<file path="src/bps_map.svh">
/*
  Constants for the burner pulse scheduler: register offsets,
  reset values and timing counts.
  Assumes a 25 MHz system clock and inclusion by bare name.
*/
`ifndef BPS_MAP_SVH
`define BPS_MAP_SVH

// ---------------------------------------------------------------
// register byte offsets
// ---------------------------------------------------------------
`define BPS_OFF_MODE 8'h00
`define BPS_OFF_COUNT 8'h04
`define BPS_OFF_PHASE_LO 8'h08
`define BPS_OFF_PHASE_HI 8'h0c
`define BPS_OFF_G1 8'h10
`define BPS_OFF_G2 8'h14
`define BPS_OFF_SRC 8'h18
`define BPS_OFF_STAT 8'h1c
`define BPS_OFF_SETPT 8'h20

// ---------------------------------------------------------------
// reset values
// ---------------------------------------------------------------
`define BPS_RST_OPMODE 4'h1
`define BPS_RST_UNITID 6'h01
`define BPS_RST_REPRATE 6'h01
`define BPS_RST_FACTOR 7'h32
`define BPS_RST_LIMIT 7'h32
`define BPS_RST_DEAD 6'h00
`define BPS_RST_CONT 7'h00
`define BPS_RST_RATE 8'h1e

// ---------------------------------------------------------------
// timing
// ---------------------------------------------------------------
`define BPS_CLK_HZ 25000000
`define BPS_IND_SEC 3
`define BPS_IND_CYC (`BPS_IND_SEC * `BPS_CLK_HZ)
`define BPS_PHASE_STEPS 255
`define BPS_FULL_PCT 100
`define BPS_EMU_MODE 8'h6c
`define BPS_NEW_MODE 8'h80
`define BPS_MAX_OUTS 8

`endif

</file>
<file path="src/bps_pkg.sv">
/*
  Types of the burner pulse scheduler.
  Assumes nothing beyond a SystemVerilog compiler.
*/
package bps_pkg;
  // ---------------------------------------------------------------
  // heating and cooling zone
  // ---------------------------------------------------------------
  typedef enum logic [1:0] {
    BPS_ZONE_DEAD,
    BPS_ZONE_COOL,
    BPS_ZONE_HEAT
  } bps_zone_t;
  typedef enum logic {BPS_SHOW_G1, BPS_SHOW_G2} bps_show_t;
endpackage

</file>
<file path="src/bps_ramp.sv">
/*
  Three-point step ramp: turns open and close commands into a percent
  setting that travels 0..100 in the configured seconds.
  Assumes commands already synchronised to the system clock.
*/
`include "bps_map.svh"
module bps_ramp #(
  parameter int CLK_HZ = `BPS_CLK_HZ
) (
  input wire logic clk_in,
  input wire logic rst_n_in,
  input wire logic [7:0] rate_s_in,
  input wire logic open_in,
  input wire logic close_in,
  output logic [6:0] pct_out
);
  // ---------------------------------------------------------------
  // one percent step every rate_s * clk / 100 cycles
  // ---------------------------------------------------------------
  localparam int CYC_PER_PCT_S = CLK_HZ / `BPS_FULL_PCT;
  logic [31:0] cnt_r;
  logic [31:0] limit;
  logic step;
  logic [6:0] pct_nxt;
  assign limit = 32'(rate_s_in) * 32'(CYC_PER_PCT_S);
  assign step = (cnt_r + 32'h1 >= limit);
  // open rises, close falls, both or none holds; clamp at the ends
  assign pct_nxt = (!step || open_in == close_in) ? pct_out :
                   (open_in && pct_out < 7'd100) ? pct_out + 7'h1 :
                   (close_in && pct_out > 7'h0) ? pct_out - 7'h1 :
                   pct_out;

  // cycle counter runs only while a command is active
  always_ff @(posedge clk_in or negedge rst_n_in) begin
    if (!rst_n_in) begin
      cnt_r <= 32'h0;
      pct_out <= 7'h0;
    end else begin
      cnt_r <= (step || open_in == close_in) ? 32'h0 : cnt_r + 32'h1;
      pct_out <= pct_nxt;
    end
  end

  pct_range_a: assert property (@(posedge clk_in) disable iff (!rst_n_in)
    pct_out <= 7'd100) else $error("ramp beyond full scale");
  ramp_hold_a: assert property (@(posedge clk_in) disable iff (!rst_n_in)
    (!open_in && !close_in) |=> $stable(pct_out))
    else $error("ramp moved without command");
endmodule

</file>
<file path="src/bps_top.sv">
/*
  Burner pulse scheduler: AXI4-Lite register file, mode checks, setting
  selection, heating/cooling split, firing phase and indicator.
  Assumes pins reach it unsynchronised and one 25 MHz clock.
*/
// Added by the designer: the register addresses and register access over AXI4-Lite.
// Overview of operation
// - operating mode one to eight steers behaviour
// - unit identifier stored, no control effect
// - indicator zero alternates groups every three seconds
// - indicator one/two fixed; manual shows selected (manual_r is never set by any register, so manual never applies)
// - output counts over eight flag failure, flash
// - emulation modes two/four: outputs seven/eight switch
// - new mode: eight burners, dedicated switch outputs
// - key repeat rate one to thirty-two (code only stores the 6-bit field and reads it back, no key repeat)
// - cycle split in 255 phases, fire at phase
// - phase scales with cycle length
// - control factor sets max frequency point (code only stores and reads it back, no effect on firing)
// - limit splits heating and cooling
// - dead zone centred gives zero output
// - zero dead zone switches directly
// - current loop percentages on useful span
// - continuous threshold forces outputs on
// - ramp full scale in configured seconds (group two takes the rate group one had before the last write)
// - binary inputs select group fixed settings
// - fixed setting zero ignores inputs
`include "bps_map.svh"
module bps_top #(
  parameter int IND_CYC = `BPS_IND_CYC,
  parameter int CLK_HZ = `BPS_CLK_HZ
) (
  input wire logic SYS_CLK_IN,
  input wire logic RST_N_IN,
  input wire logic [7:0] S_AXI_AWADDR_IN,
  input wire logic S_AXI_AWVALID_IN,
  output logic S_AXI_AWREADY_OUT,
  input wire logic [31:0] S_AXI_WDATA_IN,
  input wire logic [3:0] S_AXI_WSTRB_IN,
  input wire logic S_AXI_WVALID_IN,
  output logic S_AXI_WREADY_OUT,
  output logic [1:0] S_AXI_BRESP_OUT,
  output logic S_AXI_BVALID_OUT,
  input wire logic S_AXI_BREADY_IN,
  input wire logic [7:0] S_AXI_ARADDR_IN,
  input wire logic S_AXI_ARVALID_IN,
  output logic S_AXI_ARREADY_OUT,
  output logic [31:0] S_AXI_RDATA_OUT,
  output logic [1:0] S_AXI_RRESP_OUT,
  output logic S_AXI_RVALID_OUT,
  input wire logic S_AXI_RREADY_IN,
  input wire logic FIX1_IN,
  input wire logic FIX3_IN,
  input wire logic STEP_OPEN_IN,
  input wire logic STEP_CLOSE_IN,
  input wire logic [7:0] PHASE_POS_IN,
  output logic [7:0] FIRE_OUT,
  output logic [1:0] HC_OUT,
  output logic [3:0] SRC_LAMP_OUT,
  output logic FAIL_OUT,
  output logic SHOW_G2_OUT,
  output logic [6:0] SHOW_PCT_OUT
);
  // ---------------------------------------------------------------
  // configuration registers
  // ---------------------------------------------------------------
  logic [3:0] opmode_r;
  logic [5:0] unitid_r;
  logic [5:0] reprate_r;
  logic [1:0] indsel_r;
  logic [7:0] emu_r;
  logic [3:0] cnt1_r, cnt2_r;
  logic [7:0] phase_r [8];
  logic [6:0] factor_r [2];
  logic [6:0] limit_r [2];
  logic [5:0] dead_r [2];
  logic [6:0] cont_r [2];
  logic [7:0] rate_r [2];
  logic [6:0] fixed_r [2];
  logic [6:0] ctl_pct_r [2];
  logic [1:0] srcsel_r;
  logic loop4_r, manual_r;

  // ---------------------------------------------------------------
  // pin synchronisers, change taken when stages two and three agree
  // ---------------------------------------------------------------
  logic [3:0] pin_raw;
  logic [3:0] s1_r, s2_r, s3_r, pin_r;
  assign pin_raw = {STEP_CLOSE_IN, STEP_OPEN_IN, FIX3_IN, FIX1_IN};
  always_ff @(posedge SYS_CLK_IN or negedge RST_N_IN) begin
    if (!RST_N_IN) begin
      s1_r <= 4'h0;
      s2_r <= 4'h0;
      s3_r <= 4'h0;
      pin_r <= 4'h0;
    end else begin
      s1_r <= pin_raw;
      s2_r <= s1_r;
      s3_r <= s2_r;
      pin_r <= (s2_r & s3_r) | (pin_r & (s2_r | s3_r));
    end
  end

  // ---------------------------------------------------------------
  // AXI4-Lite slave
  // ---------------------------------------------------------------
  logic aw_hold_r, w_hold_r;
  logic [7:0] awaddr_r;
  logic [31:0] wdata_r;
  logic do_wr, do_rd, wr_ok, rd_ok;
  logic [7:0] wa;
  logic [31:0] rd_data;
  assign wa = awaddr_r;
  assign do_wr = aw_hold_r && w_hold_r && !S_AXI_BVALID_OUT;
  assign do_rd = S_AXI_ARVALID_IN && S_AXI_ARREADY_OUT;

  // map decode shared by both channels
  function automatic logic mapped(input logic [7:0] a);
    mapped = (a[1:0] == 2'b00) && (a <= `BPS_OFF_SETPT);
  endfunction
  assign wr_ok = mapped(wa) && wa != `BPS_OFF_STAT && wa != `BPS_OFF_SETPT;
  assign rd_ok = mapped(S_AXI_ARADDR_IN);

  // address and data latched in either order, reply after both
  always_ff @(posedge SYS_CLK_IN or negedge RST_N_IN) begin
    if (!RST_N_IN) begin
      aw_hold_r <= 1'b0;
      w_hold_r <= 1'b0;
      awaddr_r <= 8'h0;
      wdata_r <= 32'h0;
      S_AXI_AWREADY_OUT <= 1'b0;
      S_AXI_WREADY_OUT <= 1'b0;
      S_AXI_BVALID_OUT <= 1'b0;
      S_AXI_BRESP_OUT <= 2'b00;
    end else begin
      S_AXI_AWREADY_OUT <= !aw_hold_r && !S_AXI_AWREADY_OUT;
      S_AXI_WREADY_OUT <= !w_hold_r && !S_AXI_WREADY_OUT;
      if (S_AXI_AWVALID_IN && S_AXI_AWREADY_OUT) begin
        aw_hold_r <= 1'b1;
        awaddr_r <= S_AXI_AWADDR_IN;
      end
      if (S_AXI_WVALID_IN && S_AXI_WREADY_OUT) begin
        w_hold_r <= 1'b1;
        wdata_r <= S_AXI_WDATA_IN;
      end
      if (do_wr) begin
        S_AXI_BVALID_OUT <= 1'b1;
        S_AXI_BRESP_OUT <= wr_ok ? 2'b00 : 2'b10;
      end else if (S_AXI_BVALID_OUT && S_AXI_BREADY_IN) begin
        S_AXI_BVALID_OUT <= 1'b0;
        aw_hold_r <= 1'b0;
        w_hold_r <= 1'b0;
      end
    end
  end

  // register writes; fields spread over up to four byte lanes, taken only with all four strobes set
  always_ff @(posedge SYS_CLK_IN or negedge RST_N_IN) begin
    if (!RST_N_IN) begin
      opmode_r <= `BPS_RST_OPMODE;
      unitid_r <= `BPS_RST_UNITID;
      reprate_r <= `BPS_RST_REPRATE;
      indsel_r <= 2'h0;
      emu_r <= `BPS_NEW_MODE;
      cnt1_r <= 4'h0;
      cnt2_r <= 4'h0;
      srcsel_r <= 2'h0;
      loop4_r <= 1'b0;
      manual_r <= 1'b0;
      for (int i = 0; i < 8; i++) phase_r[i] <= 8'h0;
      for (int g = 0; g < 2; g++) begin
        factor_r[g] <= `BPS_RST_FACTOR;
        limit_r[g] <= `BPS_RST_LIMIT;
        dead_r[g] <= `BPS_RST_DEAD;
        cont_r[g] <= `BPS_RST_CONT;
        rate_r[g] <= `BPS_RST_RATE;
        fixed_r[g] <= 7'h0;
        ctl_pct_r[g] <= 7'h0;
      end
    end else if (do_wr && wr_ok && S_AXI_WSTRB_IN == 4'hf) begin
      unique case (wa)
        `BPS_OFF_MODE: begin
          opmode_r <= wdata_r[3:0];
          unitid_r <= wdata_r[13:8];
          reprate_r <= wdata_r[21:16];
          indsel_r <= wdata_r[25:24];
          emu_r <= wdata_r[31] ? `BPS_NEW_MODE : `BPS_EMU_MODE;
        end
        `BPS_OFF_COUNT: begin
          cnt1_r <= wdata_r[3:0];
          cnt2_r <= wdata_r[11:8];
        end
        `BPS_OFF_PHASE_LO: begin
          for (int i = 0; i < 4; i++) phase_r[i] <= wdata_r[8*i +: 8];
        end
        `BPS_OFF_PHASE_HI: begin
          for (int i = 0; i < 4; i++) phase_r[i+4] <= wdata_r[8*i +: 8];
        end
        `BPS_OFF_G1, `BPS_OFF_G2: begin
          factor_r[wa[2]] <= wdata_r[6:0];
          limit_r[wa[2]] <= wdata_r[14:8];
          dead_r[wa[2]] <= wdata_r[21:16];
          cont_r[wa[2]] <= wdata_r[30:24];
        end
        `BPS_OFF_SRC: begin
          ctl_pct_r[0] <= wdata_r[6:0];
          ctl_pct_r[1] <= wdata_r[14:8];
          fixed_r[0] <= wdata_r[22:16];
          fixed_r[1] <= wdata_r[30:24];
          rate_r[0] <= {1'b0, wdata_r[7] ? 7'h5a : 7'h1e};
          rate_r[1] <= rate_r[0];
          srcsel_r <= {wdata_r[31], wdata_r[23]};
          loop4_r <= wdata_r[15];
        end
        default: manual_r <= manual_r;
      endcase
    end
  end

  // ---------------------------------------------------------------
  // setting selection per group
  // ---------------------------------------------------------------
  logic [6:0] ramp_pct [2];
  logic [6:0] set_pct [2];
  logic [1:0] fix_on;
  assign fix_on = {pin_r[1], pin_r[0]};
  genvar g;
  generate
    for (g = 0; g < 2; g++) begin : grp
      bps_ramp #(.CLK_HZ(CLK_HZ)) u_ramp (
        .clk_in(SYS_CLK_IN),
        .rst_n_in(RST_N_IN),
        .rate_s_in(rate_r[g]),
        .open_in(pin_r[2]),
        .close_in(pin_r[3]),
        .pct_out(ramp_pct[g])
      );
      // step ramp or loop value; fixed value when pin and nonzero
      assign set_pct[g] = (fix_on[g] && fixed_r[g] != 7'h0) ? fixed_r[g] :
                          srcsel_r[g] ? ramp_pct[g] :
                          ctl_pct_r[g];
    end
  endgenerate

  // ---------------------------------------------------------------
  // heating/cooling split with dead zone
  // ---------------------------------------------------------------
  // loop values are percent of the useful span, so the same
  // percentage applies to 0-20 and 4-20 mA alike
  function automatic bps_pkg::bps_zone_t zone_of(input logic [6:0] p,
      input logic [6:0] lim, input logic [5:0] dz);
    logic [7:0] lo, hi;
    lo = {1'b0, lim} - {3'b0, dz[5:1]};
    hi = {1'b0, lim} + {3'b0, dz[5:1]} + {7'b0, dz[0]};
    if (dz == 6'h0)
      zone_of = (p >= lim) ? bps_pkg::BPS_ZONE_HEAT
                           : bps_pkg::BPS_ZONE_COOL;
    else if ({1'b0, p} > hi)
      zone_of = bps_pkg::BPS_ZONE_HEAT;
    else if ({1'b0, p} < lo)
      zone_of = bps_pkg::BPS_ZONE_COOL;
    else
      zone_of = bps_pkg::BPS_ZONE_DEAD;
  endfunction

  bps_pkg::bps_zone_t zone [2];
  logic hc_mode, fact_mode;
  logic [1:0] cont_on;
  assign hc_mode = (opmode_r == 4'd2) || (opmode_r == 4'd4) ||
                   (opmode_r == 4'd6) || (opmode_r == 4'd8);
  assign fact_mode = (opmode_r == 4'd3) || (opmode_r == 4'd4) ||
                     (opmode_r == 4'd7) || (opmode_r == 4'd8);
  generate
    for (g = 0; g < 2; g++) begin : hcz
      assign zone[g] = hc_mode ? zone_of(set_pct[g], limit_r[g], dead_r[g])
                               : bps_pkg::BPS_ZONE_HEAT;
      assign cont_on[g] = cont_r[g] != 7'h0 &&
                          set_pct[g] >= cont_r[g];
    end
  endgenerate

  // ---------------------------------------------------------------
  // output count check and emulation layout
  // ---------------------------------------------------------------
  logic fail;
  logic emu_hc;
  logic [3:0] burners;
  assign fail = ({1'b0, cnt1_r} + {1'b0, cnt2_r}) > 5'd8;
  assign emu_hc = emu_r == `BPS_EMU_MODE &&
                  (opmode_r == 4'd2 || opmode_r == 4'd4);
  assign burners = emu_hc ? 4'd6 : 4'd8;

  // ---------------------------------------------------------------
  // firing: cycle position scaled to 255 steps, phase zero unused
  // ---------------------------------------------------------------
  // position comes already scaled, so phases keep their relation
  // whatever the cycle length
  logic [7:0] fire_nxt;
  logic [1:0] hc_nxt;
  generate
    for (g = 0; g < 8; g++) begin : fire
      localparam int GRP = g % 2;
      assign fire_nxt[g] = !fail && g < burners && phase_r[g] != 8'h0 &&
        zone[GRP] != bps_pkg::BPS_ZONE_DEAD &&
        (cont_on[GRP] || PHASE_POS_IN == phase_r[g]);
    end
  endgenerate
  // heating drives the switch, cooling releases it
  assign hc_nxt = {zone[1] == bps_pkg::BPS_ZONE_HEAT,
                   zone[0] == bps_pkg::BPS_ZONE_HEAT};

  // ---------------------------------------------------------------
  // indicator alternation and lamp flash
  // ---------------------------------------------------------------
  logic [31:0] ind_cnt_r;
  logic ind_tick;
  bps_pkg::bps_show_t show_r;
  bps_pkg::bps_show_t show_nxt;
  assign ind_tick = ind_cnt_r == 32'(IND_CYC - 1);
  assign show_nxt = manual_r ? bps_pkg::bps_show_t'(srcsel_r[1]) :
    indsel_r == 2'd1 ? bps_pkg::BPS_SHOW_G1 :
    indsel_r == 2'd2 ? bps_pkg::BPS_SHOW_G2 :
    (ind_tick ? bps_pkg::bps_show_t'(~show_r) : show_r);

  always_ff @(posedge SYS_CLK_IN or negedge RST_N_IN) begin
    if (!RST_N_IN) begin
      ind_cnt_r <= 32'h0;
      show_r <= bps_pkg::BPS_SHOW_G1;
      FIRE_OUT <= 8'h0;
      HC_OUT <= 2'h0;
      SRC_LAMP_OUT <= 4'h0;
      FAIL_OUT <= 1'b0;
      SHOW_G2_OUT <= 1'b0;
      SHOW_PCT_OUT <= 7'h0;
    end else begin
      ind_cnt_r <= ind_tick ? 32'h0 : ind_cnt_r + 32'h1;
      show_r <= show_nxt;
      FIRE_OUT <= fire_nxt;
      HC_OUT <= emu_hc ? 2'h0 : hc_nxt;
      // in emulation a bad count keeps switch outputs seven/eight dark as well; HC_OUT stays at zero
      if (emu_hc && !fail) FIRE_OUT[7:6] <= hc_nxt;
      FAIL_OUT <= fail;
      SRC_LAMP_OUT <= fail ? {4{ind_tick ^ SRC_LAMP_OUT[0]}} : 4'h1;
      SHOW_G2_OUT <= show_nxt == bps_pkg::BPS_SHOW_G2;
      SHOW_PCT_OUT <= set_pct[show_nxt];
    end
  end

  // read mux; group words read back as written
  logic rd_grp;
  logic ra_g;
  assign ra_g = S_AXI_ARADDR_IN[2];
  assign rd_grp = S_AXI_ARADDR_IN == `BPS_OFF_G1 ||
                  S_AXI_ARADDR_IN == `BPS_OFF_G2;
  assign rd_data =
    S_AXI_ARADDR_IN == `BPS_OFF_MODE ? {~emu_r[5], 5'h0, indsel_r, 2'h0,
      reprate_r, 2'h0, unitid_r, 4'h0, opmode_r} :
    S_AXI_ARADDR_IN == `BPS_OFF_COUNT ? {20'h0, cnt2_r, 4'h0, cnt1_r} :
    S_AXI_ARADDR_IN == `BPS_OFF_STAT ? {22'h0, fact_mode, fail,
      FIRE_OUT} :
    S_AXI_ARADDR_IN == `BPS_OFF_SETPT ? {17'h0, set_pct[1], 1'b0,
      set_pct[0]} :
    rd_grp ? {1'b0, cont_r[ra_g], 2'h0, dead_r[ra_g], 1'b0,
      limit_r[ra_g], 1'b0, factor_r[ra_g]} : 32'h0;
  always_ff @(posedge SYS_CLK_IN or negedge RST_N_IN) begin
    if (!RST_N_IN) begin
      S_AXI_ARREADY_OUT <= 1'b0;
      S_AXI_RVALID_OUT <= 1'b0;
      S_AXI_RDATA_OUT <= 32'h0;
      S_AXI_RRESP_OUT <= 2'b00;
    end else begin
      S_AXI_ARREADY_OUT <= !S_AXI_RVALID_OUT && !S_AXI_ARREADY_OUT;
      if (do_rd) begin
        S_AXI_RVALID_OUT <= 1'b1;
        S_AXI_RDATA_OUT <= rd_data;
        S_AXI_RRESP_OUT <= rd_ok ? 2'b00 : 2'b10;
      end else if (S_AXI_RREADY_IN) begin
        S_AXI_RVALID_OUT <= 1'b0;
      end
    end
  end

  fail_dark_a: assert property (@(posedge SYS_CLK_IN) disable iff (!RST_N_IN)
    fail |=> FIRE_OUT == 8'h0) else $error("fired on bad count");
  fix_use_a: assert property (@(posedge SYS_CLK_IN) disable iff (!RST_N_IN)
    (fix_on[0] && fixed_r[0] != 7'h0) |-> set_pct[0] == fixed_r[0])
    else $error("fixed setting ignored");
  emu_hc_a: assert property (@(posedge SYS_CLK_IN) disable iff (!RST_N_IN)
    emu_hc |=> HC_OUT == 2'h0) else $error("switch outputs in emulation");
  show_fixed_a: assert property (@(posedge SYS_CLK_IN) disable iff (!RST_N_IN)
    (!manual_r && indsel_r == 2'd1) |=> !SHOW_G2_OUT)
    else $error("indicator left group one");
endmodule

</file>
<file path="config.mk">
export PLATFORM = sky130hd
export DESIGN_NAME = bps_top
export DESIGN_NICKNAME = d
export VERILOG_FILES = /design/src/bps_pkg.sv /design/src/bps_ramp.sv /design/src/bps_top.sv
export VERILOG_INCLUDE_DIRS = /design/src
export SDC_FILE = /design/constraint.sdc
export NUM_CORES = 1
export LEC_CHECK = 0
export BUFFER_PORTS_ARGS = -buffer_cell sky130_fd_sc_hd__buf_2
export CORE_MARGIN = 3
export CORE_UTILIZATION = 60
export DETAILED_ROUTE_END_ITERATION = 16
export PLACE_DENSITY = 0.86
export SLEW_MARGIN = 20
export SYNTH_ARGS = -nofsm -noshare
export SYNTH_HDL_FRONTEND = slang
export SYNTH_SLANG_ARGS = --single-unit
</file>
<file path="constraint.sdc">
create_clock -name SYS_CLK_IN -period 5.4 [get_ports SYS_CLK_IN]
set_clock_uncertainty 0.2 [all_clocks]
set_input_delay 0 -clock SYS_CLK_IN [delete_from_list [all_inputs] [get_ports SYS_CLK_IN]]
set_output_delay 0 -clock SYS_CLK_IN [all_outputs]
set_load 0.05 [all_outputs]
</file>
After elaboration in Yosys (flattened, before gate mapping)
Index checks and enable logic that the tools add are counted.
{"block": "word_totals", "regBits": 428, "latchBits": 0, "ram_bits": 0, "mem_bits_ro": 0, "out_inout_bits": 64, "elab_cells": 339, "mem_count": 0}
{"block": "classes", "add_sub_neg": 14, "n_mul": 2, "n_div": 0, "n_lt_le_gt_ge": 29, "eq_ne": 35, "n_shift": 0, "n_mux": 70, "bitwise_logic": 12, "reduce_logical": 120}
{"operator": "two-way mux 7 bit", "count": 22}
{"operator": "two-way mux 32 bit", "count": 4}
{"operator": "two-way mux 31 bit", "count": 4}
{"operator": "adder 32 x 1 -> 32 bit, second input constant", "count": 3}
{"operator": "equality test 8 bit", "count": 8}
{"operator": "greater-or-equal comparator 32 x 26 -> 1 bit", "count": 2}
{"operator": "nonzero test 8 bit", "count": 8}
{"operator": "logical AND 1 bit", "count": 58}
{"operator": "equality test 8 x 5 -> 1 bit, second input constant", "count": 6}
{"operator": "bitwise mux 14 bit", "count": 3}
{"operator": "multiplier 7 x 14 -> 21 bit, second input constant", "count": 2}
{"operator": "equality test 32 x 27 -> 1 bit, second input constant", "count": 1}
{"operator": "greater-or-equal comparator 7 bit", "count": 4}
{"operator": "nonzero test 7 bit", "count": 4}
{"operator": "two-way mux 2 bit", "count": 12}
{"operator": "two-way mux 6 bit", "count": 4}
{"operator": "logical OR 1 bit", "count": 19}
{"operator": "adder 7 x 5 -> 8 bit", "count": 2}
{"operator": "adder 8 x 1 -> 8 bit", "count": 2}
{"operator": "equality test 8 x 3 -> 1 bit, second input constant", "count": 2}
{"operator": "equality test 8 x 4 -> 1 bit, second input constant", "count": 2}
{"operator": "> comparator 7 x 8 -> 1 bit", "count": 2}
{"operator": "less-or-equal comparator 8 x 6 -> 1 bit, second input constant", "count": 2}
{"operator": "logical NOT 8 bit", "count": 2}
{"operator": "other kinds (40)", "count": 104}

Logic depth before layout (Yosys ltp)
Gate-level depths: netlist of run 1.
{"block": "depth", "depth_word": 12, "depth_mapped": 17, "mapped_depth_nobuf": 16}

Cells and area by module
Synthesis of run 1 repeated with hierarchy kept, for this count alone.
{"block": "unflattened", "hier_cells": 2304, "hier_area_um2": 25450.7}
{"module": "bps_top", "n_inst": 1, "cells_each": 1416, "area_per_inst_um2": 16778.6, "seq_area_each_um2": 8205.4}
{"module": "bps_ramp at grp[0].u_ramp", "n_inst": 1, "cells_each": 448, "area_per_inst_um2": 4374.2, "seq_area_each_um2": 975.9}
{"module": "bps_ramp at grp[1].u_ramp", "n_inst": 1, "cells_each": 440, "area_per_inst_um2": 4297.9, "seq_area_each_um2": 975.9}

Worst setup path before layout of run 1
OpenSTA, ideal clock, no wires.
{"block": "synth_path", "path_type": "reg2reg", "startpoint": "register grp[0].u_ramp.cnt_r[0]", "endpoint": "register grp[0].u_ramp.pct_out[1]", "setup_ps": 125, "arrival_ps": 3764, "required_ps": 5075, "setup_slack_ps": 1311, "stages_incl_launch_ff": 14, "period_less_slack_ps": 4089, "path_cell_list": "dfrtp_1 > ha_1 > nand4_1 > nor4_1 > nand4_1 > nor2_1 > xnor2_1 > ha_1 > nand2_1 > or2_2 > nor4_1 > o21ai_0 > a21oi_1 > mux2_2"}
{"block": "synth_between", "elab_chain_cells": 6}
{"element": "from (decl)", "line": "bps_ramp.sv:21", "rtl": "logic [31:0] cnt_r;"}
{"element": "from (signal assigned)", "line": "bps_ramp.sv:39", "rtl": "cnt_r <= (step || open_in == close_in) ? 32'h0 : cnt_r + 32'h1;"}
{"element": "adder 32 x 1 -> 32 bit", "line": "bps_ramp.sv:26", "rtl": "assign step = (cnt_r + 32'h1 >= limit);"}
{"element": "greater-or-equal comparator 32 x 26 -> 1 bit", "line": "bps_ramp.sv:26"}
{"element": "logical NOT 1 bit", "line": "bps_ramp.sv:28", "rtl": "assign pct_nxt = (!step || open_in == close_in) ? pct_out :"}
{"element": "logical OR 1 bit", "line": "bps_ramp.sv:28"}
{"element": "inverter 1 bit (no line)"}
{"element": "AND reduction 2 bit (no line)"}
{"element": "to (signal assigned)", "line": "bps_ramp.sv:40", "rtl": "pct_out <= pct_nxt;"}
{"element": "to (decl)", "line": "bps_ramp.sv:15", "rtl": "output logic [6:0] pct_out"}
No other way between the ends.
A chain may end at the register's enable or synchronous reset.

Worst setup path in the final report of run 1
{"block": "layout_path", "startpoint": "register grp[1].u_ramp.cnt_r[5]", "endpoint": "register grp[1].u_ramp.cnt_r[7]"}
{"block": "layout_between", "elab_chain_cells": 4}
{"element": "from (decl)", "line": "bps_ramp.sv:21"}
{"element": "from (signal assigned)", "line": "bps_ramp.sv:39"}
{"element": "adder 32 x 1 -> 32 bit *", "line": "bps_ramp.sv:26, bps_ramp.sv:39"}
{"element": "greater-or-equal comparator 32 x 26 -> 1 bit", "line": "bps_ramp.sv:26"}
{"element": "logical OR 1 bit", "line": "bps_ramp.sv:39"}
{"element": "two-way mux 32 bit *", "line": "bps_ramp.sv:39"}
Mark *: on every way between the ends. The rest lies on a longest branch, timed or not.

==> flow_metrics.tcl, run 1 <==
set metrics [dict create \
    leakage_nw 12.16 \
    grt_usage 0.3270 \
    core.rowCount 69 \
    dr.pass1.iters 6 \
    setup_violations 0 \
    grt_start_max_net_pins 148 \
    antenna_found_initial 2 \
    hold_path_class "input port to register" \
    startpoint_type "register" \
    placed_cell_area_sq_um 23050 \
    ys_warn_count 0 \
    min_from "S_AXI_AWADDR_IN[7]" \
    timing_max_transition_violations_final 0 \
    p_total_mw 8.796 \
    syn_area_sq_um 21820 \
    cp.required_ns 5.68 \
    clock_sinks 405 \
    path_clk_slew_ns 0.06 \
    nFillCells 2252 \
    drt-total-wl_microns 63020 \
    timing.fmax_mhz 215.6 \
    synthFlopType "dfrtp_1" \
    worstReg2RegStart "grp[1].u_ramp.cnt_r[5]" \
    drv_cap 0 \
    die-height_microns 196.7 \
    status "finished, final reports clean" \
    drc 0 \
    area.growth.synth_to_final_pct 18.27 \
    vias 17380 \
    dieArea_sq_um 38700 \
    rsz0062_at_grt "false" \
    grt-ovfl-total 0 \
    htree_num_levels 2 \
    gp_congestion 0.9619 \
    holdWs_ns 0.01090 \
    floorplan.initialDensity 0.6106 \
    synth-edff-count 0 \
    crit_path_end_kind "register" \
    hold_viol_final 0 \
    ys_ff_latch 405 \
    powerDensity_nw_per_um2 340.8 \
    drtAntennaViolNets 0 \
    tns_ns 0 \
    drive_gt1_frac 0.2039 \
    critPathMaxFanout 25 \
    crit_arrival_ns 4.92 \
    ir_worst_vdd_v 0.0005742 \
    fin_area_sq_um 25810 \
    drt_iter0_drc 1541 \
    fin_crit_sh 0.8588 \
    die_w_microns 196.7 \
    tightest_slew_ns 1.126 \
    port_buffers 129 \
    relSlewSlack 0.2476 \
    insertion_delay_ns 0.59 \
    r2r_setup_slack_ns 0.76 \
    ioPinCount 135 \
    finalCriticalPeriod_ns 4.638 \
    cts_tree "done" \
    antenna_cells 0 \
    postLayoutCoreUtil 0.7221 \
    ys_types 74 \
    core-area_sq_um 35740 \
    viasPerCell 6.306 \
    dpl.hpwl_microns 39090 \
    crit_path_start "grp[1].u_ramp.cnt_r[5]" \
    nets 2482 \
    grt_pass1_wl_microns 99180 \
    wl_per_cell_microns 22.87 \
    cts_made_buffers 43 \
    syn_inst 1979 \
    seq_area_frac_synth 0.4654 \
    path_class "register to register" \
    grt_pass1_vias 17990 \
    cts_root_buf "clkbuf_16" \
    async_flop_share 1.000 \
    clockBufferDepth 3 \
    synth.avg_cell_area_sq_um 11.03 \
]
[routing by layer]
metal	wire [microns]	vias up	GRT usage	share of wire
met5	13	-	0	0.00021
met1	24200	8542	0.4177	0.38
li1	-	7611	-	-
met3	5159	307	0.05949	0.082
met4	3977	2	0.1782	0.063
met2	29670	917	0.5339	0.47
[per-stage QoR]
stage,cells,setup slack [ns]
final,2756,0.7624
after global routing,2756,0.4889
after CTS,2756,0.7471
after detailed placement,2542,0.7852
after global placement,2542,0.8706
after floorplan,1997,1.311
[report_power, final]
part | internal (mW) | total [mW] | switching, mW | leakage, nW
clock network | 1.71 | 2.99 | 1.28 | 0.683
registers | 3.33 | 4.03 | 0.691 | 5.26
logic | 0.858 | 1.78 | 0.919 | 6.22
[sequential cells by signal, indices dropped and copies added (netlist names), 6 cells and up]
name                count
wdata_r                32
grp.u_ramp.pct_out     14
factor_r               14
limit_r                14
awaddr_r                8
ctl_pct_r              14
fixed_r                14
reprate_r               6
grp.u_ramp.cnt_r       64
unitid_r                6
SHOW_PCT_OUT            7
cont_r                 14
ind_cnt_r              32
FIRE_OUT                8
dead_r                 12
phase_r                64
S_AXI_RDATA_OUT        29
[cell type report]
cell class	instances	area (sq um)	share of cell area
Sequential cell	405	10160	0.3935
Clock buffer	69	1264	0.04896
Timing Repair Buffer	290	2225	0.08619
Tap cell	461	576.8	0.02235
Inverter	99	371.6	0.01440
Clock inverter	10	136.4	0.005284
Multi-Input combinational cell	1422	11080	0.4293
[what timing repair did]
action	in CTS	in global routing
buffers inserted	0	0
hold endpoints to repair	209	0
gates resized for setup	0	0
endpoints found under the setup margin	0	0
hold buffers	135	0
[kinds of logic after synthesis]
family                     after synthesis  share of synthesized area
AOI/OAI and AO/OA                      297                    0.08778
xor gates and xnor gates               185                    0.07425
adders and majority gates              155                    0.09139
buffers and inverters                  170                    0.03125
DFF                                    405                     0.4654
muxes                                  256                     0.1299
other                                    1                  0.0001718
and+or+nand+nor                        510                     0.1199
[cell usage in the layout, fill, tap and decap left out, types with 11 or more instances in the layout]
| cell type | count |
|---|---|
| nor4_1 | 44 |
| a221oi_1 | 12 |
| o21ai_0 | 86 |
| a21oi_1 | 64 |
| nor2b_1 | 45 |
| nand2b_1 | 12 |
| o21a_1 | 11 |
| dfstp_2 | 18 |
| buf_4 | 25 |
| xor2_1 | 69 |
| o22ai_1 | 14 |
| conb_1 | 19 |
| o31ai_1 | 13 |
| buf_2 | 128 |
| dfrtp_1 | 387 |
| a211oi_1 | 13 |
| dlygate4sd3_1 | 134 |
| xnor2_1 | 116 |
| nand2_1 | 125 |
| nand3_1 | 45 |
| clkbuf_16 | 43 |
| nor3_1 | 32 |
| and3_1 | 11 |
| a21o_1 | 21 |
| mux2_2 | 217 |
| nand4_1 | 41 |
| clkbuf_1 | 17 |
| mux2i_1 | 39 |
| nor2_1 | 97 |
| inv_1 | 99 |
| ha_1 | 141 |
[cells in the mapped netlist, types with 6 or more instances]
library cell | number | area, sq um
a2111oi_0 | 7 | 61.31
a211oi_1 | 13 | 97.59
a21o_1 | 21 | 157.7
a21oi_1 | 64 | 320.3
a221o_1 | 9 | 90.09
a221oi_1 | 12 | 105.1
a31oi_1 | 9 | 56.30
and2_1 | 9 | 56.30
and3_1 | 11 | 68.82
and4_1 | 6 | 52.55
buf_1 | 7 | 26.28
buf_4 | 7 | 52.55
clkbuf_1 | 53 | 198.9
dfrtp_1 | 387 | 9684
dfstp_2 | 18 | 473.0
fa_1 | 9 | 180.2
ha_1 | 141 | 1764
inv_1 | 99 | 371.6
mux2_2 | 217 | 2444
mux2i_1 | 39 | 390.4
nand2_1 | 126 | 473.0
nand2b_1 | 13 | 81.33
nand3_1 | 45 | 225.2
nand4_1 | 41 | 256.5
nor2_1 | 98 | 367.9
nor2b_1 | 45 | 281.5
nor3_1 | 32 | 160.2
nor4_1 | 44 | 275.3
o21a_1 | 11 | 82.58
o21ai_0 | 86 | 430.4
o21bai_1 | 6 | 45.04
o22ai_1 | 14 | 87.58
o31ai_1 | 13 | 97.59
or4_1 | 6 | 45.04
xnor2_1 | 116 | 1016
xor2_1 | 69 | 604.3
[worst max-delay path, cell delays in order, from the launching register on]
cell and delay, ns:
dfrtp_1 0.48, nand3_2 0.17, or4_1 0.64, nor3_1 0.22
xor2_1 0.28, ha_1 0.29, a21oi_1 0.15, o22ai_1 0.08
nor4_1 0.19, o31ai_1 0.10, or4_1 0.54, or4b_1 0.94
nor2_1 0.27
[final timing paths]
kind | endpoint | depth (start not counted)
min reg2reg | s2_r[3] | 0
max reg2reg | grp[1].u_ramp.cnt_r[7] | 12
max | grp[1].u_ramp.cnt_r[7] | 12
max in group asynchronous | phase_r[20] | 4
min in group asynchronous | ind_cnt_r[24] | 3
min | awaddr_r[7] | 3
No activity file was read; power rests on OpenSTA's default activity.
==> run 2: changes to the inputs <==
--- a/config.mk
+++ b/config.mk
@@ -7,10 +7,12 @@
 export NUM_CORES = 1
 export LEC_CHECK = 0
 export BUFFER_PORTS_ARGS = -buffer_cell sky130_fd_sc_hd__buf_2
+export CELL_PAD_IN_SITES_DETAIL_PLACEMENT = 0
+export CELL_PAD_IN_SITES_GLOBAL_PLACEMENT = 1
 export CORE_MARGIN = 3
-export CORE_UTILIZATION = 60
+export CORE_UTILIZATION = 50
 export DETAILED_ROUTE_END_ITERATION = 16
-export PLACE_DENSITY = 0.86
+export PLACE_DENSITY = 0.88
 export SLEW_MARGIN = 20
 export SYNTH_ARGS = -nofsm -noshare
 export SYNTH_HDL_FRONTEND = slang
==> run 2 against run 1 <==
Net effect: clock-buffer cell count is 5 lower; final cell count rose by 5.4%; largest power group unchanged; global-route usage fell by 6.9 points; first-iteration DRC count fell by 22%; non-clock buffer count up 25; die area rose by 19%; sequential power hardly changed; via count down 4.7%; routed wire length decreased by 5.4%; hold slack better by 0.017 ns; power is 3.7% higher.
==> flow_metrics.tcl, run 2 (synthesis gave the netlist of run 1 again) <==
set metrics [dict create \
    setup_violations 0 \
    critical_path_buf_inv_count 0 \
    area.growth.synth_to_final_pct 21.23 \
    dpl.hpwl_microns 39080 \
    crit_path_end_kind "register" \
    reg.largest.list "grp.u_ramp.cnt_r: 64 flops, phase_r: 64 flops" \
    drt_iter0_drc 1202 \
    nets 2509 \
    cts_root_buf "clkbuf_16" \
    dr.pass1.iters 7 \
    cts_post_setup_buffers_inserted 0 \
    floorplan.initialDensity 0.5134 \
    viasPerCell 5.704 \
    die-height_microns 214.9 \
    gp_congestion 0.9196 \
    relSlewSlack 0.2449 \
    critPathMaxFanout 25 \
    path_class "register to register" \
    crit_top_cell "ha_1" \
    path_clk_slew_ns 0.06 \
    tightest_slew_ns 1.133 \
    leakage_nw 12.40 \
    ioPinCount 135 \
    drt-total-wl_microns 59640 \
    hold_viol_final 0 \
    tns_ns 0 \
    crit_arrival_ns 4.97 \
    drtAntennaViolNets 0 \
    cp.required_ns 5.69 \
    holdWs_ns 0.02785 \
    placed_cell_area_sq_um 23240 \
    grt_start_max_net_pins 160 \
    cts_tree "done" \
    dieArea_sq_um 46190 \
    htree_num_levels 2 \
    fin_area_sq_um 26460 \
    crit_family "simple AND/OR/NAND/NOR gates" \
    rsz0062_at_grt "false" \
    antenna_found_initial 1 \
    wl_per_cell_microns 20.54 \
    drc 0 \
    fin_crit_sh 0.8671 \
    core.rowCount 75 \
    powerDensity_nw_per_um2 344.8 \
    max_stage_delay_ns 0.94 \
    layout_commonest_cell "dfrtp_1" \
    insertion_delay_ns 0.61 \
    drv_cap 0 \
    cts_made_buffers 45 \
    slowest_stage "or4b_1" \
    crit_chain "ha_1, nand4_1, nor3_2, and2_1, xor2_1, ha_1, nand3_1, o22ai_1, nor4_1, o31ai_1, or4_1, or4b_1, nor2b_1" \
    clockBufferDepth 3 \
    status "finished, final reports clean" \
    ir_worst_vdd_v 0.0004089 \
    port_buffers 129 \
    grt_pass1_vias 17460 \
    finalCriticalPeriod_ns 4.683 \
    timing.fmax_mhz 213.6 \
    most-common-layout-cells "dfrtp_1, mux2_2, dlygate4sd3_1" \
    hold_path_class "input port to register" \
    drive_gt1_frac 0.2082 \
    p_total_mw 9.123 \
    grt_pass1_wl_microns 95650 \
    core-area_sq_um 42510 \
    grt-ovfl-total 0 \
    die_w_microns 214.9 \
    grt_usage 0.2582 \
    timing_max_transition_violations_final 0 \
    clock_sinks 405 \
    vias 16560 \
    startpoint_type "register" \
]
-- run 2: cell type report --
| class | instances | area, sq um |
|---|---|---|
| clock buffer | 64 | 1287 |
| timing repair buffer | 315 | 2477 |
| inverter | 99 | 371.6 |
| antenna | 2 | 5.005 |
| sequential | 405 | 10160 |
| fill | 3267 | 16050 |
| clock inverter | 20 | 351.6 |
| tap | 577 | 721.9 |
| multi-input combinational | 1422 | 11080 |
-- run 2: what timing repair did --
action                                 4_1_cts  5_1_grt
hold buffers                               156        0
endpoints found under the hold margin      472        0
resized for setup                            0        0
-- run 2: worst min-delay path: stages --
cell     delay [ns]
buf_2          0.21
xnor2_1        0.17
nand4_1        0.07
o21ai_0        0.11
a32o_1         0.23
-- run 2: final timing paths --
kind,start,slack [ns],depth (start not counted),endpoint
max,grp[1].u_ramp.cnt_r[0],0.72,13,grp[1].u_ramp.cnt_r[20]
min,PHASE_POS_IN[1],0.03,5,FIRE_OUT[6]
max reg2reg,grp[1].u_ramp.cnt_r[0],0.72,13,grp[1].u_ramp.cnt_r[20]
min reg2reg,s1_r[1],0.15,0,s2_r[1]
max in group asynchronous,RST_N_IN,3.77,4,grp[0].u_ramp.cnt_r[3]
min in group asynchronous,RST_N_IN,0.36,4,ind_cnt_r[29]
-- run 2: power by group --
group	total, mW	internal [mW]	switching (mW)	leakage, nW
combinational	1.75	0.869	0.877	6.33
sequential	4.00	3.34	0.661	5.26
clock	3.38	2.06	1.32	0.806
total	9.12	6.27	2.86	12.4
-- run 2: per-layer routing --
layer,global-route usage,wire [microns],share of wire,vias to the layer above
met5,0,0,0,-
met4,0.1027,2267,0.038,0
met3,0.04845,3599,0.060,167
met2,0.4253,28080,0.47,493
met1,0.3389,25690,0.43,8251
li1,-,-,-,7652
-- run 2: stage by stage --
step | worst slack (ns) | utilization | cells
floorplan | 1.311 | - | 1997
global placement | 1.012 | 0.5467 | 2662
detailed placement | 0.8018 | 0.5467 | 2662
CTS | 0.7146 | 0.6223 | 2902
global route | 0.4501 | 0.6223 | 2903
finish | 0.7175 | 0.6224 | 2904
==> run 3: changes to the inputs <==
--- a/config.mk
+++ b/config.mk
@@ -6,11 +6,12 @@
 export SDC_FILE = /design/constraint.sdc
 export NUM_CORES = 1
 export LEC_CHECK = 0
+export ABC_AREA = 1
 export BUFFER_PORTS_ARGS = -buffer_cell sky130_fd_sc_hd__buf_2
 export CELL_PAD_IN_SITES_DETAIL_PLACEMENT = 0
 export CELL_PAD_IN_SITES_GLOBAL_PLACEMENT = 1
 export CORE_MARGIN = 3
-export CORE_UTILIZATION = 50
+export CORE_UTILIZATION = 47
 export DETAILED_ROUTE_END_ITERATION = 16
 export PLACE_DENSITY = 0.88
 export SLEW_MARGIN = 20
==> run 3 against run 2 <==
Net effect: setup slack improved by 0.45 ns; power increased by 1.9%; synthesized cell count is 46% higher; routed wire length increased by 18%; flip-flop and latch count unchanged; design area up 6.2%; final cell count grew 35%; critical path depth up 5; largest power group unchanged.
==> flow_metrics.tcl, run 3 <==
set metrics [dict create \
    status "finished, final reports clean" \
    drive_gt1_frac 0.08888 \
    reg.largest.list "grp.u_ramp.cnt_r: 64 flops, phase_r: 64 flops" \
    vias 20990 \
    dieArea_sq_um 52310 \
    cts_made_buffers 47 \
    die-height_microns 228.7 \
    synth_top_cell_by_area "dfrtp_1" \
    seq_area_frac_synth 0.4357 \
    postLayoutCoreUtil 0.5811 \
    post_cts_resized 0 \
    floorplan.initialDensity 0.4822 \
    timing.fmax_mhz 236.4 \
    hold_viol_final 0 \
    nets 3450 \
    antenna_found_initial 3 \
    yosys.area.top_type_share 0.4154 \
    dpl.hpwl_microns 48280 \
    ioPinCount 135 \
    p_total_mw 9.296 \
    grt_start_max_net_pins 137 \
    dr.pass1.iters 7 \
    core.rowCount 80 \
    crit_arrival_ns 4.58 \
    grt-ovfl-total 0 \
    wl_per_cell_microns 17.98 \
    critPathMaxFanout 12 \
    ys_top_cells_by_count "nand2_1, inv_1, dfrtp_1" \
    port_buffers 129 \
    drv_cap 0 \
    ys_top_cells_by_area "dfrtp_1, nand2_1, ha_1, inv_1, o21ai_0" \
    setup_violations 0 \
    cts_tree "done" \
    powerDensity_nw_per_um2 330.9 \
    rsz0062_at_grt "false" \
    die_w_microns 228.7 \
    htree_num_levels 2 \
    core-area_sq_um 48350 \
    ctsHoldBuffers 204 \
    tns_ns 0 \
    path_class "register to register" \
    area.growth.synth_to_final_pct 20.52 \
    tightest_slew_ns 1.079 \
    synth_most_common_cell "nand2_1" \
    synth-edff-count 0 \
    async_flop_share 1.000 \
    timing_max_transition_violations_final 0 \
    layout_commonest_cell "nand2_1" \
    insertion_delay_ns 0.60 \
    leakage_nw 13.12 \
    crit_path_end_kind "register" \
    grt_pass1_wl_microns 112500 \
    grt_pass1_vias 21040 \
    most-common-layout-cells "nand2_1, inv_1, dfrtp_1" \
    drtAntennaViolNets 0 \
    cts_post_setup_buffers_inserted 0 \
    relSlewSlack 0.2754 \
    gp_congestion 0.9575 \
    synthFlopType "dfrtp_1" \
    path_clk_slew_ns 0.06 \
    cp.required_ns 5.75 \
    ir_worst_vdd_v 0.0002822 \
    startpoint_type "register" \
    clock_sinks 405 \
    cts_root_buf "clkbuf_16" \
    synth.avg_cell_area_sq_um 8.050 \
    fin_crit_sh 0.7833 \
    ys_types 58 \
    hold_path_class "input port to register" \
    drt_iter0_drc 1766 \
    clockBufferDepth 3 \
    syn_inst 2896 \
    finalCriticalPeriod_ns 4.230 \
    ys_warn_count 0 \
    viasPerCell 5.353 \
    ys_ff_latch 405 \
    drt-total-wl_microns 70510 \
    drc 0 \
    grt_usage 0.2686 \
    syn_area_sq_um 23310 \
]
[run 3: path summary, 6_finish.rpt]
| kind | slack, ns | cells past startpoint | endpoint | from |
|---|---|---|---|---|
| worst max-delay path | 1.17 | 18 | FIRE_OUT[3] | fixed_r[2] |
| worst min-delay path | 0.04 | 8 | FIRE_OUT[5] | PHASE_POS_IN[2] |
| worst max register to register | 1.17 | 18 | FIRE_OUT[3] | fixed_r[2] |
| worst min register to register | 0.16 | 0 | s2_r[3] | s1_r[3] |
| max in group asynchronous | 3.71 | 4 | ind_cnt_r[27] | RST_N_IN |
| min in group asynchronous | 0.41 | 3 | reprate_r[0] | RST_N_IN |
[run 3: worst max-delay path, cell delays in order, from the launching register on]
cell and delay (ns):
dfrtp_1 0.42, nor2_1 0.12, nand4_1 0.11, nand2_1 0.29, nor2_1 0.08, a31oi_1 0.61, buf_4 0.29, ha_1 0.16
inv_1 0.06, o31ai_1 0.28, nand4_1 0.12, o2111ai_1 0.13, nand2_1 0.25, o21ai_0 0.12, dlygate4sd3_1 0.56, nand2_1 0.06
nor2_1 0.17, nand2_1 0.08, inv_1 0.06
[run 3: final cells by class]
class                           count  area, sq um
Timing Repair Buffer              348         2853
Fill cell                        4275        20250
Multi-Input combinational cell   2022        11280
Sequential cell                   405        10160
Antenna cell                        2        5.005
Clock inverter                     19        163.9
Clock buffer                       64         1300
Inverter                          405         1520
Tap cell                          656        820.8
[run 3: report_power, final]
part	switching [mW]	internal [mW]	total, mW
Sequential	0.260	3.35	3.61
Clock	1.33	1.70	3.02
Combinational	1.76	0.909	2.67
[run 3: routing by layer]
layer	wire (microns)	part of all wire	up-vias	GRT usage
met4	3134	0.044	2	0.1182
met1	29530	0.42	10040	0.3465
met2	33230	0.47	737	0.4473
met3	4604	0.065	201	0.04387
met5	12	0.00017	-	0
li1	-	-	10010	-
[run 3: metrics by stage]
stage / worst slack, ns / area [sq um] / hold WS [ns] / cells
global placement: 1.277 / 24570 / -0.1828 / 3632
floorplan: 1.943 / 23380 / -0.4956 / 2914
global route: 0.7493 / 28100 / 0.06146 / 3921
CTS: 1.186 / 28090 / 0.003801 / 3919
finish: 1.170 / 28100 / 0.03682 / 3921
detailed placement: 1.202 / 24570 / -0.1762 / 3632
[run 3: logic make-up after synthesis]
kind of cell,share of synthesized area
buffers and inverters,0.08357
other,0.0001609
adder cells (fa/ha/maj),0.08512
AND/OR/NAND/NOR,0.2217
AO/OA/AOI/OAI,0.1144
flip-flops,0.4357
multiplexers,0.0004294
XOR/XNOR,0.05898
